**src/rtl/pcu_pkg.sv**
```systemverilog
// Overview of operation
// - Fetch, decode and execute stages; one clock per instruction, branches longer
// - Four low-active external pins plus serial and host peripheral requests
// - Every interrupt source has its own enable input
// - A higher-priority interrupt may preempt a routine already in service
// - Loops whose body is three or more words repeat with zero overhead; four-deep loop stack for nesting
// - Fifteen-entry program counter stack for calls and interrupt entries
// - Pin variant: system clock is input clock times one to eight
// - Option variant: multiply one to sixteen or divide one to sixteen
// - Halt instruction enters light standby; interrupt or reset resumes
// - Stop instruction enters deep standby; reset or enabled wake pin exits
// - First sixty-four instruction words hold the interrupt vector table
// - Boot loader may write instruction memory through the boot port
// - After reset and boot, fetching starts at address 0x200
package pcu_pkg;
   // ==================================================================
   // Widths and depths
   localparam int ADDR_W = 16;
   localparam int INSTR_W = 32;
   localparam int EXT_IRQS = 4;
   localparam int SRCS = 6;
   localparam int SRC_IDX_W = 3;
   localparam int PC_STACK_DEPTH = 15;
   localparam int PC_SP_W = 4;
   localparam int LOOP_DEPTH = 4;
   localparam int LOOP_SP_W = 3;
   localparam int LOOP_CNT_W = 12;
   localparam int FACTOR_W = 5;

   // ==================================================================
   // Addresses and codes
   localparam logic [ADDR_W-1:0] RESET_ENTRY = 16'h0200;
   localparam logic [ADDR_W-1:0] ADDR_STEP = 16'h0001;
   localparam int VEC_SHIFT = 2;
   localparam int VEC_WORDS = 64;
   localparam logic [SRC_IDX_W-1:0] SRC_SIO = 3'h4;
   localparam logic [SRC_IDX_W-1:0] SRC_HIO = 3'h5;
   localparam logic [SRC_IDX_W-1:0] SRC_NONE = 3'h7;
   localparam logic [LOOP_CNT_W-1:0] LOOP_ONE = 12'h001;
   localparam logic [FACTOR_W-1:0] FACTOR_ONE = 5'h01;
   localparam logic [3:0] DIV_ONE = 4'h1;

   typedef enum logic [3:0] {
      OP_NOP = 4'h0,
      OP_JMP = 4'h1,
      OP_CALL = 4'h2,
      OP_RET = 4'h3,
      OP_RETI = 4'h4,
      OP_LOOP = 4'h5,
      OP_HALT = 4'h6,
      OP_STOP = 4'h7
   } pcu_op_t;

   typedef enum logic [1:0] {
      BOOT_NONE = 2'h0,
      BOOT_HOST = 2'h1,
      BOOT_BAD = 2'h2,
      BOOT_SELF = 2'h3
   } pcu_boot_mode_t;

   typedef enum logic [1:0] {
      S_BOOT,
      S_RUN,
      S_HALT,
      S_STOP
   } pcu_state_t;

   typedef struct packed {
      pcu_op_t op;
      logic [LOOP_CNT_W-1:0] count;
      logic [ADDR_W-1:0] target;
   } pcu_instr_t;

   typedef struct packed {
      logic valid;
      logic [ADDR_W-1:0] pc;
      pcu_instr_t instr;
   } pcu_exec_t;

   typedef struct packed {
      logic valid;
      logic [ADDR_W-1:0] addr;
      logic [INSTR_W-1:0] data;
   } pcu_imem_wr_t;

   typedef struct packed {
      logic divide;
      logic [FACTOR_W-1:0] factor;
   } pcu_clk_cfg_t;

   typedef struct packed {
      logic [ADDR_W-1:0] start;
      logic [ADDR_W-1:0] last;
      logic [LOOP_CNT_W-1:0] count;
   } pcu_loop_t;
endpackage

```
**src/rtl/pcu_core.sv**
```systemverilog
`timescale 1ns/100ps
module pcu_core (
   input wire logic ref_clk_in,
   input wire logic resetn_in,
   input wire logic [pcu_pkg::EXT_IRQS-1:0] ext_irq_pins_in,
   input wire logic sio_irq_in,
   input wire logic hio_irq_in,
   input wire logic [pcu_pkg::SRCS-1:0] irq_enable_in,
   input wire logic stop_exit_pin_in,
   input wire logic wake_enable_in,
   input wire pcu_pkg::pcu_boot_mode_t boot_mode_in,
   input wire logic boot_done_in,
   input wire pcu_pkg::pcu_imem_wr_t boot_wr_in,
   output pcu_pkg::pcu_imem_wr_t imem_wr_out,
   output logic [pcu_pkg::ADDR_W-1:0] imem_addr_out,
   output logic imem_rd_out,
   input wire logic [pcu_pkg::INSTR_W-1:0] imem_data_in,
   output pcu_pkg::pcu_exec_t exec_out,
   input wire logic clk_pin_variant_in,
   input wire logic [2:0] clk_pll_pins_in,
   input wire logic clk_opt_divide_in,
   input wire logic [3:0] clk_opt_factor_in,
   output pcu_pkg::pcu_clk_cfg_t clk_cfg_out,
   output logic system_clock_output_out,
   output pcu_pkg::pcu_state_t state_out,
   output logic [pcu_pkg::SRCS-1:0] irq_pending_out,
   output logic [pcu_pkg::SRCS-1:0] irq_in_service_out,
   output logic [pcu_pkg::PC_SP_W-1:0] pc_depth_out,
   output logic [pcu_pkg::LOOP_SP_W-1:0] loop_depth_out,
   output logic stack_error_out
);
   import pcu_pkg::*;

   // ==================================================================
   // Helpers
   function automatic logic [SRC_IDX_W-1:0] first_set(
      input logic [SRCS-1:0] v);
      logic [SRC_IDX_W-1:0] idx;
      idx = SRC_NONE;
      for (int i = SRCS - 1; i >= 0; i--) begin
         if (v[i]) begin
            idx = SRC_IDX_W'(i);
         end
      end
      return idx;
   endfunction

   function automatic logic [SRCS-1:0] below(
      input logic [SRC_IDX_W-1:0] idx);
      logic [SRCS-1:0] m;
      m = '0;
      for (int i = 0; i < SRCS; i++) begin
         m[i] = (SRC_IDX_W'(i) < idx);
      end
      return m;
   endfunction

   function automatic logic [ADDR_W-1:0] step(input logic [ADDR_W-1:0] a);
      return a + ADDR_STEP;
   endfunction

   // ==================================================================
   // State
   pcu_state_t state;
   logic [ADDR_W-1:0] pc;
   logic f_v;
   logic [ADDR_W-1:0] f_pc;
   pcu_exec_t ex;
   logic [EXT_IRQS-1:0] ext_prev;
   logic [SRCS-1:0] pend;
   logic [SRCS-1:0] isr;
   logic [ADDR_W-1:0] pc_stack [PC_STACK_DEPTH];
   logic [PC_SP_W-1:0] pc_sp;
   pcu_loop_t loop_stack [LOOP_DEPTH];
   logic [LOOP_SP_W-1:0] lp_sp;
   logic stack_err;
   pcu_clk_cfg_t clk_cfg;
   logic [3:0] div_cnt;
   logic sys_clk;
   pcu_imem_wr_t imem_wr;

   // ==================================================================
   // Execute stage decode
   wire pcu_op_t e_op = ex.instr.op;
   wire e_jmp = ex.valid && (e_op == OP_JMP);
   wire e_call = ex.valid && (e_op == OP_CALL);
   wire e_reti = ex.valid && (e_op == OP_RETI);
   wire e_ret = ex.valid && ((e_op == OP_RET) || e_reti);
   wire e_halt = ex.valid && (e_op == OP_HALT);
   wire e_stop = ex.valid && (e_op == OP_STOP);
   wire e_loop = ex.valid && (e_op == OP_LOOP);
   wire [ADDR_W-1:0] e_next = step(ex.pc);
   // Standby entry is a redirect to the resume address so fetch is parked
   wire e_redir = e_jmp || e_call || e_ret || e_halt || e_stop;
   wire [PC_SP_W-1:0] pc_top = pc_sp - 4'h1;
   // A return on an empty stack restarts at the reset entry, never at an
   // unknown address; the error flag records the misuse
   wire pc_empty = (pc_sp == '0);
   wire [ADDR_W-1:0] pc_ret = pc_empty ? RESET_ENTRY : pc_stack[pc_top];
   wire [ADDR_W-1:0] e_target = (e_jmp || e_call) ? ex.instr.target :
                                e_ret ? pc_ret : e_next;

   // ==================================================================
   // Interrupt selection
   wire [SRCS-1:0] irq_edge = {hio_irq_in, sio_irq_in,
                               ext_prev & ~ext_irq_pins_in};
   wire [SRCS-1:0] irq_ready = pend & irq_enable_in;
   wire [SRC_IDX_W-1:0] isr_top = first_set(isr);
   // Only sources more urgent than the routine in service may preempt
   wire [SRCS-1:0] irq_allowed = irq_ready & below(isr_top);
   wire [SRC_IDX_W-1:0] acc_src = first_set(irq_allowed);
   wire acc = (state == S_RUN) && !e_redir && (acc_src != SRC_NONE);
   wire [ADDR_W-1:0] acc_vec = ADDR_W'(acc_src) << VEC_SHIFT;
   wire [ADDR_W-1:0] acc_ret = f_v ? f_pc : pc;
   wire [SRCS-1:0] acc_clr = acc ? (SRCS'(1) << acc_src) : '0;
   wire [SRCS-1:0] reti_clr = (e_reti && (isr_top != SRC_NONE)) ?
                              (SRCS'(1) << isr_top) : '0;

   // ==================================================================
   // Loop control
   wire [LOOP_SP_W-1:0] lp_top = lp_sp - 3'h1;
   wire pcu_loop_t lp_cur = loop_stack[lp_top[1:0]];
   // The end check on the fetch address only sees loops whose end lies at
   // least three words past the loop instruction; shorter bodies run once
   wire lp_at_end = (state == S_RUN) && (lp_sp != '0) && !e_redir &&
                    !acc && !e_loop && (pc == lp_cur.last);
   wire lp_again = lp_at_end && (lp_cur.count > LOOP_ONE);
   wire lp_pop = lp_at_end && !lp_again;
   wire lp_full = (lp_sp == LOOP_SP_W'(LOOP_DEPTH));
   wire lp_push = e_loop && !lp_full;

   // ==================================================================
   // Fetch address and pipeline advance
   wire run = (state == S_RUN);
   wire [ADDR_W-1:0] next_pc = e_redir ? e_target :
                               acc ? acc_vec :
                               !run ? pc :
                               lp_again ? lp_cur.start : step(pc);
   wire flush = e_redir || acc;
   wire next_f_v = run && !flush;
   wire next_e_v = f_v && !flush;
   wire pcu_instr_t f_instr = pcu_instr_t'(imem_data_in);

   // PC stack pushes on calls and accepted interrupts, pops on returns
   wire pc_push = e_call || acc;
   wire pc_full = (pc_sp == PC_SP_W'(PC_STACK_DEPTH));
   wire [ADDR_W-1:0] pc_push_val = e_call ? e_next : acc_ret;
   wire pc_err = (pc_push && pc_full) || (e_ret && pc_empty);
   wire lp_err = e_loop && !lp_push;

   // ==================================================================
   // Clock setting
   wire [FACTOR_W-1:0] next_factor = clk_pin_variant_in ?
      (FACTOR_W'(clk_pll_pins_in) + FACTOR_ONE) :
      (FACTOR_W'(clk_opt_factor_in) + FACTOR_ONE);
   wire next_divide = clk_pin_variant_in ? 1'b0 : clk_opt_divide_in;
   wire [3:0] div_last = clk_cfg.factor[3:0] - DIV_ONE;
   // Multiplication is the analog loop's job; here the fastest toggle
   // A smaller ratio cuts the current half period short (>= compare)
   wire div_wrap = !clk_cfg.divide || (div_cnt >= div_last);

   // ==================================================================
   // Control state machine
   always_ff @(posedge ref_clk_in) begin
      if (!resetn_in) begin
         state <= S_BOOT;
      end else begin
         unique case (state)
            S_BOOT: begin
               if (boot_mode_in == BOOT_NONE || boot_done_in) begin
                  state <= S_RUN;
               end
            end
            S_RUN: begin
               if (e_halt) begin
                  state <= S_HALT;
               end else if (e_stop) begin
                  state <= S_STOP;
               end
            end
            S_HALT: begin
               if (irq_ready != '0) begin
                  state <= S_RUN;
               end
            end
            S_STOP: begin
               if (wake_enable_in && stop_exit_pin_in) begin
                  state <= S_RUN;
               end
            end
         endcase
      end
   end

   // ==================================================================
   // Pipeline registers
   always_ff @(posedge ref_clk_in) begin
      if (!resetn_in) begin
         pc <= RESET_ENTRY;
         f_v <= 1'b0;
         f_pc <= '0;
         ex <= '0;
      end else begin
         pc <= next_pc;
         f_v <= next_f_v;
         f_pc <= pc;
         ex.valid <= next_e_v;
         ex.pc <= f_pc;
         ex.instr <= f_instr;
      end
   end

   // ==================================================================
   // Interrupt flags; a new request beats the clear of the same cycle
   always_ff @(posedge ref_clk_in) begin
      if (!resetn_in) begin
         ext_prev <= '1;
         pend <= '0;
         isr <= '0;
      end else begin
         ext_prev <= ext_irq_pins_in;
         pend <= (pend & ~acc_clr) | irq_edge;
         isr <= (isr & ~reti_clr) | acc_clr;
      end
   end

   // ==================================================================
   // PC stack
   always_ff @(posedge ref_clk_in) begin
      if (!resetn_in) begin
         pc_sp <= '0;
      end else if (pc_push && !pc_full) begin
         pc_stack[pc_sp] <= pc_push_val;
         pc_sp <= pc_sp + 4'h1;
      end else if (e_ret && !pc_empty) begin
         pc_sp <= pc_top;
      end
   end

   // ==================================================================
   // Loop stack
   always_ff @(posedge ref_clk_in) begin
      if (!resetn_in) begin
         lp_sp <= '0;
      end else if (lp_push) begin
         loop_stack[lp_sp[1:0]].start <= e_next;
         loop_stack[lp_sp[1:0]].last <= ex.instr.target;
         loop_stack[lp_sp[1:0]].count <= ex.instr.count;
         lp_sp <= lp_sp + 3'h1;
      end else if (lp_again) begin
         loop_stack[lp_top[1:0]].count <= lp_cur.count - LOOP_ONE;
      end else if (lp_pop) begin
         lp_sp <= lp_top;
      end
   end

   always_ff @(posedge ref_clk_in) begin
      if (!resetn_in) begin
         stack_err <= 1'b0;
      end else if (pc_err || lp_err) begin
         stack_err <= 1'b1;
      end
   end

   // ==================================================================
   // Boot writes to instruction memory, allowed in any state
   always_ff @(posedge ref_clk_in) begin
      if (!resetn_in) begin
         imem_wr <= '0;
      end else begin
         imem_wr <= boot_wr_in;
      end
   end

   // ==================================================================
   // Clock generator setting and system clock output
   always_ff @(posedge ref_clk_in) begin
      if (!resetn_in) begin
         clk_cfg <= '{divide: 1'b0, factor: FACTOR_ONE};
         div_cnt <= '0;
         sys_clk <= 1'b0;
      end else begin
         clk_cfg.divide <= next_divide;
         clk_cfg.factor <= next_factor;
         div_cnt <= div_wrap ? 4'h0 : div_cnt + 4'h1;
         sys_clk <= div_wrap ? !sys_clk : sys_clk;
      end
   end

   // ==================================================================
   // Outputs
   assign imem_addr_out = pc;
   assign imem_rd_out = run;
   assign imem_wr_out = imem_wr;
   assign exec_out = ex;
   assign clk_cfg_out = clk_cfg;
   assign system_clock_output_out = sys_clk;
   assign state_out = state;
   assign irq_pending_out = pend;
   assign irq_in_service_out = isr;
   assign pc_depth_out = pc_sp;
   assign loop_depth_out = lp_sp;
   assign stack_error_out = stack_err;
endmodule

```
**config.mk**
```make
export PLATFORM = sky130hd
export DESIGN_NAME = pcu_core
export DESIGN_NICKNAME = d
export VERILOG_FILES = /design/src/rtl/pcu_pkg.sv /design/src/rtl/pcu_core.sv
export SDC_FILE = /design/constraint.sdc
export NUM_CORES = 1
export LEC_CHECK = 0
export BUFFER_PORTS_ARGS = -buffer_cell sky130_fd_sc_hd__buf_2
export CORE_MARGIN = 5
export CORE_UTILIZATION = 55
export DETAILED_ROUTE_END_ITERATION = 8
export GPL_ROUTABILITY_DRIVEN = 0
export MAX_ROUTING_LAYER = met4
export PLACE_DENSITY = 0.8
export SYNTH_ARGS = -nofsm -noshare
export SYNTH_HDL_FRONTEND = slang
export SYNTH_SLANG_ARGS = --single-unit
```
**constraint.sdc**
```tcl
create_clock -name ref_clk_in -period 10.6 [get_ports ref_clk_in]
set_input_delay 2.65 -clock ref_clk_in [delete_from_list [all_inputs] [get_ports ref_clk_in]]
set_output_delay 2.65 -clock ref_clk_in [all_outputs]
set_load 0.02 [all_outputs]
```
==> metrics.md <==
| Metric | Value |
|---|---|
| Status | complete, no violations |
| Startpoint class of the critical path | flop |
| Final ANT Viol Nets | 0 |
| Routed wire length | 57.6 mm |
| Clock Skew | 0.0216 ns |
| Slowest CP cell | ha_2 |
| End of the critical path | loop_stack[2][32]$_DFFE_PP_ |
| Syn Nets | 1744 |
| Chip width | 218 um |
| Starting DRT DRC Count | 1562 |
| Initial core utilization | 55.3% |
| Fin crit period | 6.27 ns |
| Ys async rst share | 0% |
| Ys Warns | 0 |
| Max IR drop VDD | 124 uV |
| Synth top cells by count | 416 x edfxtp_1, 168 x dfxtp_1, 147 x and2_1 |
| CTS Buffer Depth | 3 |
| Synthesized instance count | 1615 |
| H-tree levels | 2 |
| Die ar. | 47400 um2 |
| Most common cell in the netlist | edfxtp_1 |
| Most area-hungry cell type in the Yosys netlist | edfxtp_1 |
| Worst-path fanout max | 51 |
| CTS Root Cell | clkbuf_16 |
| Nets | 1995 |
| Slew at the pin closest to its max-slew limit | 1.22 ns |
| Lkg Pwr | 9.87 nW |
| Final setup viols | 0 |
| Routed via count | 14800 |
| CP startpoint | loop_depth_out[0]$_SDFFE_PN0P_ |
| Reg2Reg Depth | 14 |
| PD cells | 179 nW/um2 |
| Crit path cell chain | inv_1 -> ha_2 -> buf_4 -> mux4_2 -> xnor2_1 -> o2111ai_1 -> or4_1 -> nor4b_4 -> buf_4 -> nand2_1 -> buf_4 -> or3_1 -> a21oi_4 -> buf_4 |
| Post-synth cell types | 68 |
| Initial antenna violation count | 0 |
| Largest net degree at the start of global routing | 108 |
| PostCTS Resize Cnt | 0 |
| RSZ-0062 raised after global routing | false |
| CTS tree | yes |
| DR WL/cell | 23.1 um |
| Sum Neg Setup Slack | 0 ns |
| CP Class | flop to flop |
| IO buf count | 252 |
| Share of cells above drive strength 1 | 26.5% |
| TritonCTS Buffers | 56 |
| Post-Layout Cell Count | 2499 |
| ANT cells | 0 |
| Worst R2R Setup Slack | 4.33 ns |
| Sink Count | 584 |
| Mapped Avg Cell Area | 14.7 um2 |
| Via-to-Cell Ratio | 5.93 |
| Drt pass-1 iters | 6 |
| RR Endpoint | loop_stack[2][32]$_DFFE_PP_ |
| Source of the worst hold timing path | f_pc[8]$_SDFF_PN0_ |
| First-pass GRT wire length | 86.5 mm |
| I/O pins | 253 |
| CP peak stage delay | 0.87 ns |
| Area contributors post-synth | edfxtp_1 53%, dfxtp_1 14%, mux4_2 9.4%, and2_1 3.9%, mux2i_1 1.9% |
| Final Hold Viols | 0 |
| Die height | 218 um |
| Post-CTS setup buffers | 0 |
| Worst min-delay path class | flop to flop |
| P&R area growth vs syn | 16.2% |
| Arr. time, crit path | 6.53 ns |
| Seq cells post-synth | 584 |
| GR Overflow Total | 0 |
| Clock transition at path regs | 0.06 ns |
| Max-cap check violation count | 0 |
| Most used cell, CP | buf_4 |
| Final worst slack | 4.33 ns |
| Reg2reg start | loop_depth_out[0]$_SDFFE_PN0P_ |
| Mapped Area | 23700 um2 |
| Max-slew headroom | 18.0% |
| CTS Hold Bufs | 0 |
| Vias in the first global route | 14800 |
| Post-synth EDFFs | 416 |
| Clk_lat worst skew | 0.61 ns |
| Post-Place Cells | 2393 |
| GRT Total Usage | 24.6% |
| DRC | 0 |
| Final period util | 59.2% |
| Ys flop type | edfxtp_1 |
| Core Box Area | 42900 um2 |
| Final Max Tran Viols | 0 |
| Req. time, crit path | 10.86 ns |
| Worst setup EP type | flop |
| Seq/Total Area, Yosys | 66.8% |
| Pre-CTS setup slack | 3.81 ns |
| Post-DP HPWL | 37.9 mm |
| # fillers | 2999 |
| Fmax | 159 MHz |
| Row cnt | 76 |
| Top-area cell type share of the netlist area | 52.7% |
==> worst min-delay path by stage <==
stage,cells after the start,slack [ns],to
6_report,1,0.46,exec_out[40]$_SDFF_PN0_
5_1_grt,1,0.48,exec_out[46]$_SDFF_PN0_
2_1_floorplan,1,0.42,exec_out[32]$_SDFF_PN0_
3_5_place_dp,1,0.44,exec_out[46]$_SDFF_PN0_
3_3_place_gp,1,0.43,exec_out[43]$_SDFF_PN0_
4_1_cts,1,0.45,exec_out[40]$_SDFF_PN0_
==> metrics by stage <==
| stage | instance area (um2) | hold slack [ns] | power, mW | utilization, % |
|---|---|---|---|---|
| floorplan | 23700 | 0.424 | 2.86 | - |
| global placement | 25700 | 0.433 | 3.01 | 60.0 |
| detailed placement | 25700 | 0.438 | 3.02 | 60.0 |
| CTS | 27600 | 0.448 | 4.96 | 64.3 |
| global route | 27600 | 0.477 | 5.09 | 64.3 |
| finish | 27600 | 0.456 | 4.93 | 64.3 |
==> layer usage <==
layer,global-route usage (%),up-vias,wire length (um)
met5,-,-,0
met4,10.2,0,2430
met3,4.58,140,5070
met2,39.7,800,28100
met1,31.1,7298,22000
li1,-,6575,-
==> cells by family after synthesis <==
logic type,after synthesis,share of synthesized area (%)
fa+ha+maj,20,1.06
flops,584,66.8
mux,155,11.8
buf+inv,110,1.95
compound gates,182,4.67
xor+xnor,67,2.51
simple gates,497,11.2
==> worst max-delay path, delay by kind of cell, from the launching register on <==
family / cells / cell delay (ns)
buffers and inverters: 5 / 2.01
AND/OR/NAND/NOR: 4 / 1.30
adder cells (fa/ha/maj): 1 / 0.87
AO/OA/AOI/OAI: 2 / 0.54
flip-flops: 1 / 0.52
multiplexers: 1 / 0.40
XOR/XNOR: 1 / 0.22
==> flip-flops by register name, indices dropped and copies added, names as in the netlist, 4 cells and up <==
| name | flops |
|---|---|
| exec_out | 45 |
| imem_addr_out | 16 |
| pc_depth_out | 4 |
| e_op | 4 |
| div_cnt | 4 |
| clk_cfg_out | 6 |
| loop_stack | 176 |
| ext_prev | 4 |
| f_pc | 16 |
| imem_wr_out | 49 |
| pc_stack | 240 |
| irq_in_service_out | 6 |
| irq_pending_out | 6 |
==> where the power goes <==
group	internal, mW	total (mW)	switching (mW)
combinational	0.184	0.440	0.256
sequential	2.48	2.53	0.0469
clock	1.13	1.96	0.829
==> final cells by class <==
class | instances | area [um2] | area share, %
clock buffers | 79 | 1610 | 5.85
clock inverters | 27 | 215 | 0.781
inverters | 15 | 56.3 | 0.204
multi-input cells | 921 | 7540 | 27.4
flip-flops and latches | 584 | 15900 | 57.6
well taps | 585 | 732 | 2.66
repair buffers | 288 | 1530 | 5.57
==> cell usage in the layout, fill, tap and decap left out, types with 14 or more instances in the layout <==
cell	instances
clkbuf_1	14
nand3_1	47
nor3_1	17
nand2_1	81
xor2_1	25
mux4_2	99
buf_4	37
xnor2_1	39
clkbuf_16	59
ha_1	18
mux2i_1	46
a21oi_1	65
buf_2	251
o21ai_0	43
nor2_1	104
dfxtp_1	166
inv_1	14
edfxtp_1	416
and2_1	147
nand2b_1	18
Power figures use the tool's default switching activity.
